$ cat src/common/reo_pkg.sv
// Package of constants and types for the residual overcurrent stages.
package reo_pkg;

	// ------------------------------------------------------------
	// Register map
	// ------------------------------------------------------------
	localparam logic [7:0] ADDR_STAGE_BASE = 8'h00;
	localparam logic [7:0] ADDR_STAGE_STRIDE = 8'h10;
	localparam logic [3:0] OFS_PICKUP = 4'h0;
	localparam logic [3:0] OFS_DELAY = 4'h1;
	localparam logic [3:0] OFS_CONFIG = 4'h2;
	localparam logic [3:0] OFS_INTRMT = 4'h3;
	localparam logic [3:0] OFS_STATUS = 4'h4;
	localparam logic [3:0] OFS_START_COUNT = 4'h5;
	localparam logic [3:0] OFS_TRIP_COUNT = 4'h6;
	localparam logic [3:0] OFS_TIME_TO_TRIP = 4'h7;
	localparam logic [7:0] ADDR_FORCE = 8'h40;
	localparam logic [7:0] ADDR_COUNT_CLEAR = 8'h41;
	localparam logic [7:0] ADDR_GROUP = 8'h42;

	// ------------------------------------------------------------
	// Field positions
	// ------------------------------------------------------------
	localparam int CFG_INPUT_LSB = 0;
	localparam int CFG_INV_BIT = 2;
	localparam int CFG_BLOCK_BIT = 3;
	localparam int ST_BLOCKED_BIT = 0;
	localparam int ST_START_BIT = 1;
	localparam int ST_TRIP_BIT = 2;
	localparam int GRP_MANUAL_LSB = 0;
	localparam int GRP_SOURCE_LSB = 4;
	localparam int GRP_INDEX_LSB = 8;

	// ------------------------------------------------------------
	// Widths, limits and reset values
	// ------------------------------------------------------------
	localparam int NSTAGE = 4;
	localparam int NGROUP = 4;
	localparam int VW = 16;
	localparam logic [VW-1:0] NOMINAL = 16'h0100;
	localparam logic [VW-1:0] RES_SAT = 16'h0A00;
	localparam logic [VW+1:0] PHASE_SAT = 18'h03200;
	localparam logic [VW-1:0] PICKUP_RST = 16'h0100;
	localparam logic [15:0] DELAY_RST = 16'h0064;
	localparam logic [15:0] INTRMT_RST = 16'h0000;
	localparam logic [15:0] DELAY_MIN = 16'h0000;

	// ------------------------------------------------------------
	// Timing: one delay tick per millisecond; force timeout.
	// ------------------------------------------------------------
	localparam int CLK_HZ = 100000000;
	localparam int TICK_US = 1000;
	localparam int TICK_CYC = CLK_HZ / 1000000 * TICK_US;
	localparam int FORCE_TIMEOUT_S = 300;
	localparam int FORCE_TIMEOUT_MS = FORCE_TIMEOUT_S * 1000;

	typedef enum logic [1:0] {
		SRC_RES_A,
		SRC_RES_B,
		SRC_SUMMED,
		SRC_RESERVED
	} reo_src_t;

	typedef enum logic [2:0] {
		GSRC_NONE,
		GSRC_DISCRETE,
		GSRC_SOFT_IN,
		GSRC_INDICATOR,
		GSRC_SOFT_OUT
	} reo_gsrc_t;

	typedef struct packed {
		logic [VW-1:0] residual_input_a;
		logic [VW-1:0] residual_input_b;
		logic [VW-1:0] summed_phase_residual;
	} reo_meas_t;

	typedef struct packed {
		logic [VW-1:0] pickup;
		logic [15:0] delay;
		logic [15:0] intrmt;
		logic [1:0] input_sel;
		logic inverse_delay_mode;
		logic block;
	} reo_set_t;

endpackage

$ cat src/core/reo_stage.sv
// One residual overcurrent stage: pick-up, delay accumulation and counters.
module reo_stage #(
	parameter bit INV_ALLOWED = 1'b0
) (
	input wire logic core_clk,
	input wire logic rstn,
	input wire logic tick,
	input wire logic [reo_pkg::VW-1:0] value,
	input wire reo_pkg::reo_set_t cfg,
	input wire logic force_on,
	input wire logic force_start,
	input wire logic force_trip,
	input wire logic count_clear,
	output logic start_reg,
	output logic trip_reg,
	output logic [15:0] start_count_reg,
	output logic [15:0] trip_count_reg,
	output logic [15:0] time_left_reg
);
	logic over;
	logic inv;
	logic [15:0] acc_reg;
	logic [15:0] idle_reg;
	logic [15:0] target;
	logic [31:0] ratio;
	logic [15:0] step;
	logic start_next;
	logic trip_next;

	assign over = !cfg.block && (value > cfg.pickup);
	assign inv = INV_ALLOWED && cfg.inverse_delay_mode;
	assign target = cfg.delay;

	// Inverse mode advances the accumulator by value/pickup per tick, so the
	// operate time shrinks as the current rises above pick-up.
	always_comb begin
		ratio = (cfg.pickup == '0) ? 32'h0000FFFF :
			({16'h0000, value} / {16'h0000, cfg.pickup});
		if (!inv) begin
			step = 16'h0001;
		end else if (ratio > 32'h0000FFFF) begin
			step = 16'hFFFF;
		end else begin
			step = (ratio[15:0] == 16'h0000) ? 16'h0001 : ratio[15:0];
		end
	end

	// Delay accumulator survives short gaps within the intermittent time.
	always_ff @(posedge core_clk) begin
		if (!rstn) begin
			acc_reg <= 16'h0000;
			idle_reg <= 16'h0000;
		end else if (over) begin
			idle_reg <= 16'h0000;
			if (tick && acc_reg < target) begin
				acc_reg <= ({1'b0, acc_reg} + {1'b0, step} > {1'b0, target}) ?
					target : 16'(acc_reg + step);
			end
		end else if (acc_reg != 16'h0000) begin
			if (idle_reg >= cfg.intrmt) begin
				acc_reg <= 16'h0000;
				idle_reg <= 16'h0000;
			end else if (tick) begin
				idle_reg <= 16'(idle_reg + 16'h0001);
			end
		end
	end

	always_comb begin
		start_next = over;
		trip_next = over && (acc_reg >= target);
		if (force_on) begin
			start_next = force_start;
			trip_next = force_trip;
		end
	end

	always_ff @(posedge core_clk) begin
		if (!rstn) begin
			start_reg <= 1'b0;
			trip_reg <= 1'b0;
		end else begin
			start_reg <= start_next;
			trip_reg <= trip_next;
		end
	end

	always_ff @(posedge core_clk) begin
		if (!rstn || count_clear) begin
			start_count_reg <= 16'h0000;
			trip_count_reg <= 16'h0000;
		end else begin
			if (start_next && !start_reg) begin
				start_count_reg <= 16'(start_count_reg + 16'h0001);
			end
			if (trip_next && !trip_reg) begin
				trip_count_reg <= 16'(trip_count_reg + 16'h0001);
			end
		end
	end

	// Estimated remaining ticks: definite mode exact, inverse at present rate.
	always_ff @(posedge core_clk) begin
		if (!rstn) begin
			time_left_reg <= 16'h0000;
		end else if (acc_reg >= target) begin
			time_left_reg <= 16'h0000;
		end else begin
			time_left_reg <= 16'((target - acc_reg) / step);
		end
	end
endmodule

$ cat src/core/reo_top.sv
// Four-stage residual overcurrent protection with register port.
//
// Chosen here: the plain strobed port and the register addresses.
module reo_top #(
	parameter int FORCE_TICKS = reo_pkg::FORCE_TIMEOUT_MS
) (
	input wire logic core_clk,
	input wire logic rstn,
	input wire reo_pkg::reo_meas_t meas,
	input wire logic [3:0] discrete_input_n,
	input wire logic [3:0] soft_input_n,
	input wire logic [3:0] indicator_signal_n,
	input wire logic [3:0] soft_output_n,
	input wire logic [7:0] addr,
	input wire logic [31:0] wdata,
	input wire logic wr,
	input wire logic rd,
	output logic [31:0] rdata,
	output logic [3:0] start_out,
	output logic [3:0] trip_out
);
	// ------------------------------------------------------------
	// Settings storage: stage x group
	// ------------------------------------------------------------
	reo_pkg::reo_set_t set_mem [reo_pkg::NSTAGE][reo_pkg::NGROUP];
	logic [1:0] manual_group_reg;
	logic [2:0] group_source_reg;
	logic [1:0] group_sel_reg;
	logic [1:0] active_group;
	logic force_reg;
	logic [31:0] force_cnt_reg;
	logic [3:0] force_start_reg;
	logic [3:0] force_trip_reg;
	logic count_clear_reg;
	logic [31:0] tick_cnt_reg;
	logic tick_reg;
	logic [reo_pkg::VW-1:0] sat_a;
	logic [reo_pkg::VW-1:0] sat_b;
	logic [reo_pkg::VW-1:0] sat_sum;
	logic [reo_pkg::VW-1:0] stage_val [reo_pkg::NSTAGE];
	logic [3:0] st_start;
	logic [3:0] st_trip;
	logic [15:0] st_scnt [reo_pkg::NSTAGE];
	logic [15:0] st_tcnt [reo_pkg::NSTAGE];
	logic [15:0] st_tleft [reo_pkg::NSTAGE];
	logic [1:0] w_stage;
	logic [3:0] w_ofs;
	logic [3:0] src_bits;

	assign w_stage = addr[5:4];
	assign w_ofs = addr[3:0];

	// ------------------------------------------------------------
	// Delay tick divider
	// ------------------------------------------------------------
	always_ff @(posedge core_clk) begin
		if (!rstn) begin
			tick_cnt_reg <= 32'h00000000;
			tick_reg <= 1'b0;
		end else if (tick_cnt_reg == 32'(reo_pkg::TICK_CYC - 1)) begin
			tick_cnt_reg <= 32'h00000000;
			tick_reg <= 1'b1;
		end else begin
			tick_cnt_reg <= tick_cnt_reg + 32'h00000001;
			tick_reg <= 1'b0;
		end
	end

	// ------------------------------------------------------------
	// Input saturation and selection
	// ------------------------------------------------------------
	// The measurement channels deliver fundamental-only magnitudes; harmonic
	// filtering sits upstream, so this block never sees the third harmonic.
	always_comb begin
		sat_a = (meas.residual_input_a > reo_pkg::RES_SAT) ?
			reo_pkg::RES_SAT : meas.residual_input_a;
		sat_b = (meas.residual_input_b > reo_pkg::RES_SAT) ?
			reo_pkg::RES_SAT : meas.residual_input_b;
		sat_sum = ({2'b00, meas.summed_phase_residual} > reo_pkg::PHASE_SAT) ?
			reo_pkg::PHASE_SAT[reo_pkg::VW-1:0] : meas.summed_phase_residual;
	end

	always_comb begin
		for (int s = 0; s < reo_pkg::NSTAGE; s++) begin
			case (set_mem[s][active_group].input_sel)
				reo_pkg::SRC_RES_B: stage_val[s] = sat_b;
				reo_pkg::SRC_SUMMED: stage_val[s] = sat_sum;
				default: stage_val[s] = sat_a;
			endcase
		end
	end

	// ------------------------------------------------------------
	// Setting group selection
	// ------------------------------------------------------------
	always_comb begin
		case (reo_pkg::reo_gsrc_t'(group_source_reg))
			reo_pkg::GSRC_DISCRETE: src_bits = discrete_input_n;
			reo_pkg::GSRC_SOFT_IN: src_bits = soft_input_n;
			reo_pkg::GSRC_INDICATOR: src_bits = indicator_signal_n;
			reo_pkg::GSRC_SOFT_OUT: src_bits = soft_output_n;
			default: src_bits = 4'h0;
		endcase
	end

	// Any asserted source bit overrides the manual group: lowest bit wins.
	always_ff @(posedge core_clk) begin
		if (!rstn) begin
			group_sel_reg <= 2'b00;
		end else if (src_bits[0]) begin
			group_sel_reg <= 2'd0;
		end else if (src_bits[1]) begin
			group_sel_reg <= 2'd1;
		end else if (src_bits[2]) begin
			group_sel_reg <= 2'd2;
		end else if (src_bits[3]) begin
			group_sel_reg <= 2'd3;
		end else begin
			group_sel_reg <= manual_group_reg;
		end
	end
	assign active_group = group_sel_reg;

	// ------------------------------------------------------------
	// Settings writes
	// ------------------------------------------------------------
	// Settings are written into the active group; password checking belongs
	// to the operator interface outside this block.
	always_ff @(posedge core_clk) begin
		if (!rstn) begin
			for (int s = 0; s < reo_pkg::NSTAGE; s++) begin
				for (int g = 0; g < reo_pkg::NGROUP; g++) begin
					set_mem[s][g].pickup <= reo_pkg::PICKUP_RST;
					set_mem[s][g].delay <= reo_pkg::DELAY_RST;
					set_mem[s][g].intrmt <= reo_pkg::INTRMT_RST;
					set_mem[s][g].input_sel <= 2'b00;
					set_mem[s][g].inverse_delay_mode <= 1'b0;
					set_mem[s][g].block <= 1'b0;
				end
			end
		end else if (wr && addr < reo_pkg::ADDR_FORCE) begin
			if (w_ofs == reo_pkg::OFS_PICKUP) begin
				set_mem[w_stage][active_group].pickup <= wdata[reo_pkg::VW-1:0];
			end else if (w_ofs == reo_pkg::OFS_DELAY) begin
				set_mem[w_stage][active_group].delay <= wdata[15:0];
			end else if (w_ofs == reo_pkg::OFS_CONFIG) begin
				set_mem[w_stage][active_group].input_sel <=
					wdata[reo_pkg::CFG_INPUT_LSB+:2];
				set_mem[w_stage][active_group].inverse_delay_mode <=
					wdata[reo_pkg::CFG_INV_BIT] && (w_stage == 2'd0);
				set_mem[w_stage][active_group].block <= wdata[reo_pkg::CFG_BLOCK_BIT];
			end else if (w_ofs == reo_pkg::OFS_INTRMT) begin
				set_mem[w_stage][active_group].intrmt <= wdata[15:0];
			end
		end
	end

	always_ff @(posedge core_clk) begin
		if (!rstn) begin
			manual_group_reg <= 2'b00;
			group_source_reg <= 3'b000;
		end else if (wr && addr == reo_pkg::ADDR_GROUP) begin
			manual_group_reg <= wdata[reo_pkg::GRP_MANUAL_LSB+:2];
			group_source_reg <= wdata[reo_pkg::GRP_SOURCE_LSB+:3];
		end
	end

	// ------------------------------------------------------------
	// Force flag, forced status and counter clear
	// ------------------------------------------------------------
	always_ff @(posedge core_clk) begin
		if (!rstn) begin
			force_reg <= 1'b0;
			force_cnt_reg <= 32'h00000000;
		end else if (wr && addr == reo_pkg::ADDR_FORCE) begin
			force_reg <= wdata[0];
			force_cnt_reg <= 32'h00000000;
		end else if (force_reg && tick_reg) begin
			if (force_cnt_reg >= 32'(FORCE_TICKS - 1)) begin
				force_reg <= 1'b0;
			end else begin
				force_cnt_reg <= force_cnt_reg + 32'h00000001;
			end
		end
	end

	always_ff @(posedge core_clk) begin
		if (!rstn || !force_reg) begin
			force_start_reg <= 4'h0;
			force_trip_reg <= 4'h0;
		end else if (wr && addr < reo_pkg::ADDR_FORCE && w_ofs == reo_pkg::OFS_STATUS) begin
			force_start_reg[w_stage] <= wdata[reo_pkg::ST_START_BIT];
			force_trip_reg[w_stage] <= wdata[reo_pkg::ST_TRIP_BIT];
		end
	end

	always_ff @(posedge core_clk) begin
		if (!rstn) begin
			count_clear_reg <= 1'b0;
		end else begin
			count_clear_reg <= wr && addr == reo_pkg::ADDR_COUNT_CLEAR && wdata[0];
		end
	end

	// ------------------------------------------------------------
	// Stages
	// ------------------------------------------------------------
	for (genvar s = 0; s < reo_pkg::NSTAGE; s++) begin : g_stage
		reo_stage #(
			.INV_ALLOWED(s == 0)
		) u_stage (
			.core_clk(core_clk),
			.rstn(rstn),
			.tick(tick_reg),
			.value(stage_val[s]),
			.cfg(set_mem[s][active_group]),
			.force_on(force_reg),
			.force_start(force_start_reg[s]),
			.force_trip(force_trip_reg[s]),
			.count_clear(count_clear_reg),
			.start_reg(st_start[s]),
			.trip_reg(st_trip[s]),
			.start_count_reg(st_scnt[s]),
			.trip_count_reg(st_tcnt[s]),
			.time_left_reg(st_tleft[s])
		);
	end

	always_ff @(posedge core_clk) begin
		if (!rstn) begin
			start_out <= 4'h0;
			trip_out <= 4'h0;
		end else begin
			start_out <= st_start;
			trip_out <= st_trip;
		end
	end

	// ------------------------------------------------------------
	// Register reads
	// ------------------------------------------------------------
	always_ff @(posedge core_clk) begin
		if (!rstn) begin
			rdata <= 32'h00000000;
		end else if (!rd) begin
			rdata <= 32'h00000000;
		end else if (addr == reo_pkg::ADDR_FORCE) begin
			rdata <= {31'h00000000, force_reg};
		end else if (addr == reo_pkg::ADDR_GROUP) begin
			rdata <= {22'h000000, active_group, 1'b0, group_source_reg, 2'b00,
				manual_group_reg};
		end else if (addr >= reo_pkg::ADDR_FORCE) begin
			rdata <= 32'h00000000;
		end else if (w_ofs == reo_pkg::OFS_PICKUP) begin
			rdata <= {16'h0000, set_mem[w_stage][active_group].pickup};
		end else if (w_ofs == reo_pkg::OFS_DELAY) begin
			rdata <= {16'h0000, set_mem[w_stage][active_group].delay};
		end else if (w_ofs == reo_pkg::OFS_CONFIG) begin
			rdata <= {28'h0000000, set_mem[w_stage][active_group].block,
				set_mem[w_stage][active_group].inverse_delay_mode,
				set_mem[w_stage][active_group].input_sel};
		end else if (w_ofs == reo_pkg::OFS_INTRMT) begin
			rdata <= {16'h0000, set_mem[w_stage][active_group].intrmt};
		end else if (w_ofs == reo_pkg::OFS_STATUS) begin
			rdata <= {29'h00000000, st_trip[w_stage], st_start[w_stage],
				set_mem[w_stage][active_group].block};
		end else if (w_ofs == reo_pkg::OFS_START_COUNT) begin
			rdata <= {16'h0000, st_scnt[w_stage]};
		end else if (w_ofs == reo_pkg::OFS_TRIP_COUNT) begin
			rdata <= {16'h0000, st_tcnt[w_stage]};
		end else if (w_ofs == reo_pkg::OFS_TIME_TO_TRIP) begin
			rdata <= {16'h0000, st_tleft[w_stage]};
		end else begin
			rdata <= 32'h00000000;
		end
	end
endmodule

$ cat config.mk
export PLATFORM = sky130hd
export DESIGN_NAME = reo_top
export DESIGN_NICKNAME = d
export VERILOG_FILES = /design/src/common/reo_pkg.sv /design/src/core/reo_stage.sv /design/src/core/reo_top.sv
export SDC_FILE = /design/constraint.sdc
export NUM_CORES = 2
export LEC_CHECK = 0
export BUFFER_PORTS_ARGS = -buffer_cell sky130_fd_sc_hd__buf_2
export CAP_MARGIN = 40
export CELL_PAD_IN_SITES_DETAIL_PLACEMENT = 1
export CELL_PAD_IN_SITES_GLOBAL_PLACEMENT = 1
export CORE_MARGIN = 10
export CORE_UTILIZATION = 30
export CTS_CLUSTER_SIZE = 30
export DETAILED_ROUTE_END_ITERATION = 10
export PLACE_DENSITY_LB_ADDON = 0.1
export SYNTH_ARGS = -nofsm -noshare
export SYNTH_HDL_FRONTEND = slang
export SYNTH_SLANG_ARGS = --single-unit
$ cat constraint.sdc
create_clock -name core_clk -period 132.9 [get_ports core_clk]
set_input_delay 6.645 -clock core_clk [delete_from_list [all_inputs] [get_ports core_clk]]
set_output_delay 6.645 -clock core_clk [all_outputs]
set_load 0.1 [all_outputs]
Word level (Yosys, flattened, before mapping). Memories as Yosys holds them, arrays and structs flattened. Index checks and enable logic that the tools add are counted.

Add/sub/neg operators: 26. Div/mod/pow operators: 2. Magnitude comparators: 32. Equality and inequality tests: 27. Mux-type cells: 1178. Bitwise logic cells: 1045. Reductions and logical operators: 95.

Operators with widths (number): $mux 208 (8); $mux 1 (1077); $or 1x1->1 (1040); $mux 16 (48); $demux 52 s2 (6); $mux 52 (11); $bmux 52 s2 (5); $add 16x1->16 const B (15); $reduce_or 208->1 (1); $ge 16x16->1 (8); $pmux 16 s2 (4); $bmux 16 s2 (3); $gt 17x16->1 (4); $add 32x1->32 const B (2); $gt 16x16->1 (4); $lt 16x16->1 (4); $reduce_bool 16->1 (4); $sub 16x16->16 (4); $add 16x1->17 const B (3); $mux 36 (1); $div 16x16->32 (1); $eq 32x17->1 const B (1); $ge 32x19->1 const B (1); $gt 16x12->1 const B (2); 45 further kinds (148).

Register bits: 450. Bits in writable memories: 832. Input bits: 108. Output and inout port bits: 40. Memories kept: 1.

Memories: set_mem (words 4, bits a word 208, rd ports 5, clocked after memory_dff 0, wr ports 4, RTL line reo_top.sv:25) `reo_pkg::reo_set_t set_mem [reo_pkg::NSTAGE][reo_pkg::NGROUP];`.

Logic depth before layout (Yosys ltp).
Word-level depth: 17. Gate-level depth with buffers: 696. Depth with buffers taken out: 644.

Hierarchy. Synthesis repeated with hierarchy kept, for this count alone.

Cells, all modules: 10265. Area, all modules: 99155.1 µm².

By module, submodules not included: reo_top (instances 1, cells each 3488, area each 48481.5 µm², seq. area each 27106.0 µm²); reo_stage at g_stage[0].u_stage (instances 1, cells each 4650, area each 33485.9 µm², seq. area each 1641.6 µm²); reo_stage at g_stage[1].u_stage ... (instances 3, cells each 709, area each 5729.2 µm², seq. area each 1641.6 µm²).

Worst setup path before layout. Ideal clock, no wire load.

Kind: register -> register. Start point: register group_sel_reg[0] (netlist: active_group[0]). End point: register g_stage[0].u_stage.time_left_reg[0]. Setup time: 0.117 ns. Data arrival time: 127.389 ns. Required time: 132.783 ns. Path slack: 5.394 ns. Cell stages (with the launch flop): 649. Clock period less this slack: 127.506 ns. Cells stage by stage: dfxtp_1 buf_6 buf_6 mux4_2 inv_1 ha_1 o21a_1 nor2_1 o41ai_1 ha_1 or4b_2 nand4_1 o32ai_1 ha_1 o21ai_0 a221oi_1 nand2_1 nor2_1 [613 not listed] a21oi_1 nor2b_1 o21ai_0 nand2b_1 a21oi_1 nor2b_1 o21ai_0 nand2b_1 a21oi_1 nor2b_1 o21ai_0 nand2b_1 a21oi_1 nor2b_1 o21ai_0 nand2b_1 a21oi_1 nor2_1.

Cells in the longest elaborated chain, start to end: 13. Elaborated cells on any way between the ends: 19.

Ends and longest elaborated chain: start, declared (RTL line reo_top.sv:28) `logic [1:0] group_sel_reg;`; start signal, assigned (RTL line reo_top.sv:119) `group_sel_reg <= manual_group_reg;`; $not 2->3 (implied by the code) (*) (RTL line reo_top.sv:85, reo_top.sv:216); $bmux 52 s2 (*) (RTL line reo_top.sv:85, reo_top.sv:216); $mux 52 (implied by the code) (*) (2 in series) (RTL line reo_top.sv:216) `.cfg(set_mem[s][active_group]),`; parallel branches: the longest is 9 deep, another holds $div 16x16->32; end signal, assigned (RTL line reo_stage.sv:109) `time_left_reg <= 16'((target - acc_reg) / step);`; end, declared (RTL line reo_stage.sv:18) `output logic [15:0] time_left_reg`.

Every way passes the cells marked *. The select of a mux whose other input is x is not followed. A chain may end at the register's enable or synchronous reset.

Worst setup path after layout. Ends and elaborated chain as after synthesis.

==> results.py <==
metrics = {
    "clocking": {
        "tritoncts": "built",
        "insertion_delay_ns": 0.84,
        "cts.sinks": 1266,
        "root_buffer": "clkbuf_16",
        "cts_buffers": 152,
        "cts_hold_buf": 0,
        "clock_path_buffers": 4,
        "path_clk_slew_ns": 0.06,
        "h-tree-depth": 4,
    },
    "detailed_routing": {
        "ant_nets": 0,
        "viasPerCell": 5.44,
        "vias": 80100,
        "wirelength_um": 377000,
        "drt_first_pass_iters": 6,
        "initialDrtViolationCount": 5270,
        "drc": 0,
        "wire_per_inst_um": 25.6,
    },
    "timing": {
        "clock.fmax_mhz": 8.04,
        "finalSetupTns_ns": 0,
        "skew_ns": 0.0665,
        "tightestPinTransition_ns": 1.34,
        "min_period_ns": 124.35,
        "finalSetupViolCount": 0,
        "hold_violations": 0,
        "fin_crit_sh": 0.936,
        "maxSlewHeadroom": 0.0990,
        "worst_slack_ns": 8.55,
        "final_max_slew_viol_count": 0,
    },
    "cells_and_area": {
        "largest_reg_flops": 832,
        "areaGrowthSynthToFinish_pct": 15.2,
        "drive_gt1_frac": 0.161,
        "stdcell_area_mm2": 0.111,
        "multi_input_area_mm2": 0.0606,
        "layout.filler_cells": 36100,
        "seq_area_mm2": 0.0337,
        "fin_nets": 11200,
        "final_cells": 14700,
        "largest-register": "set_mem",
    },
    "yosys": {
        "synth_edf_count": 832,
        "syn_area_mm2": 0.0964,
        "synth_top_area_cell": "edfxtp_1",
        "yosys-top-cells-area": "edfxtp_1, ha_1, dfxtp_1, mux4_2, and2_1",
        "synth-seq-cells": 1266,
        "ys_top_cells_by_count": "edfxtp_1, ha_1, nor2_1",
        "synth_seq_area_share": 0.349,
        "avgSynthCellArea_um2": 9.65,
        "synth_warnings": 0,
        "yosysUniqueCellTypes": 123,
        "syn_inst": 9985,
        "synth.most_common_cell": "edfxtp_1",
        "ys.flop_type": "edfxtp_1",
        "synth_async_sr_flop_share": 0,
        "yosysTopAreaCellShare": 0.259,
    },
    "critical_path": {
        "crit_path_start_kind": "register",
        "cpMaxStageDelayCell": "or4b_2",
        "path_max_fanout": 18,
        "slowest_delay_ns": 0.75,
        "cp_top_family": "compound AO/OA/AOI/OAI gates",
        "path_common_cell": "o21a_1",
        "critPathBufInv": 35,
        "crit_start": "active_group[0]",
        "required_ns": 133.54,
        "critPathKind": "reg -> reg",
        "cp-end-kind": "register",
        "critPathArrivalTime_ns": 124.98,
        "rr_startpoint": "active_group[0]",
    },
    "global_routing": {
        "grt_max_degree": 66,
        "grt_overflow_total": 0,
        "grt_pass1_wl_um": 558000,
        "grt.total_usage": 0.210,
        "antenna_found_initial": 37,
        "grt_pass1_vias": 84100,
    },
    "placed_design": {
        "dp_hpwl_um": 282000,
        "place_ws_ns": -1.66,
        "placed_cells": 14400,
        "gp_congestion": 0.857,
        "place_area_mm2": 0.104,
        "io_buffers": 115,
    },
    "floorplanning": {
        "start_util": 0.301,
        "rows": 208,
        "io_pins": 148,
        "core_mm2": 0.320,
        "die_width_um": 587,
        "die-area_mm2": 0.344,
        "fp.dieH_um": 587,
    },
    "min_path": {
        "hold_class": "reg -> reg",
        "hp-start": "force_trip_reg[2]",
    },
    "job": {
        "drv_cap": 0,
    },
    "status": {
        "status": "complete, no violations",
    },
}
-- path summary, 6_finish.rpt --
kind	slack (ns)	endpoint	cells past startpoint
max reg2reg	8.55	g_stage[0].u_stage.time_left_reg[0]	619
min reg2reg	0.47	force_trip_reg[2]	2
max	8.55	g_stage[0].u_stage.time_left_reg[0]	619
min	0.47	force_trip_reg[2]	2
-- layout make-up --
| cell class | instances | area share |
|---|---|---|
| repair buffers | 595 | 0.0438 |
| clock inverters | 79 | 0.00612 |
| clock buffers | 189 | 0.0371 |
| well taps | 4305 | 0.0485 |
| diodes | 17 | 0.000383 |
| flip-flops and latches | 1266 | 0.303 |
| inverters | 426 | 0.0145 |
| multi-input cells | 7854 | 0.546 |
-- cell families (layout without fill, tap and decap cells) --
| logic type | count (synthesis) | count (layout) | synth area share |
|---|---|---|---|
| AO/OA/AOI/OAI | 2095 | 2095 | 0.146 |
| XOR/XNOR | 497 | 497 | 0.0453 |
| adder cells (fa/ha/maj) | 836 | 836 | 0.109 |
| buffers and inverters | 917 | 1289 | 0.0368 |
| flip-flops | 1266 | 1266 | 0.349 |
| multiplexers | 584 | 584 | 0.110 |
| other | 2 | 71 | 0.0000779 |
| AND/OR/NAND/NOR | 3788 | 3788 | 0.204 |
-- cell usage in the layout, fill, tap and decap left out, types with 183 or more instances in the layout --
cell type    n
a21o_1     193
a21oi_1    452
and2_1     767
buf_4      404
dfxtp_1    432
edfxtp_1   832
ha_1       825
inv_1      419
mux4_2     366
nand2_1    641
nand3_1    191
nor2_1     786
nor2b_1    183
nor3_1     374
o21a_1     297
o21ai_0    318
xnor2_1    281
xor2_1     214
-- worst min-delay path, delay by kind of cell (launching register included) --
family	cells	cell delay (ns)
AOI/OAI and AO/OA	1	0.06
DFF	1	0.31
and+or+nand+nor	1	0.05
-- metal layers --
layer | vias up | global-route usage | wire, um | share of wire
met2 | 1462 | 0.363 | 181000 | 0.48
met1 | 40900 | 0.282 | 173000 | 0.46
met3 | 401 | 0.0212 | 13700 | 0.036
met4 | 4 | 0.0472 | 8880 | 0.024
met5 | - | 0 | 22 | 0.000058
li1 | 37400 | - | - | -
-- through the flow --
| stage | hold WS (ns) | utilization |
|---|---|---|
| after floorplan | 0.430 | - |
| after global placement | 0.444 | 0.322 |
| after detailed placement | 0.463 | 0.326 |
| after CTS | 0.471 | 0.341 |
| after global routing | 0.492 | 0.346 |
| final | 0.468 | 0.346 |
-- repair_timing --
item	4_1_cts	5_1_grt
gates cloned	0	1
setup buffers	10	70
gates resized for setup	16	232
pin swaps	1	56
endpoints found under the setup margin	1	4
Power is not shown: default switching activity piles up to over one toggle a cycle in this logic, so the estimate is an artifact.
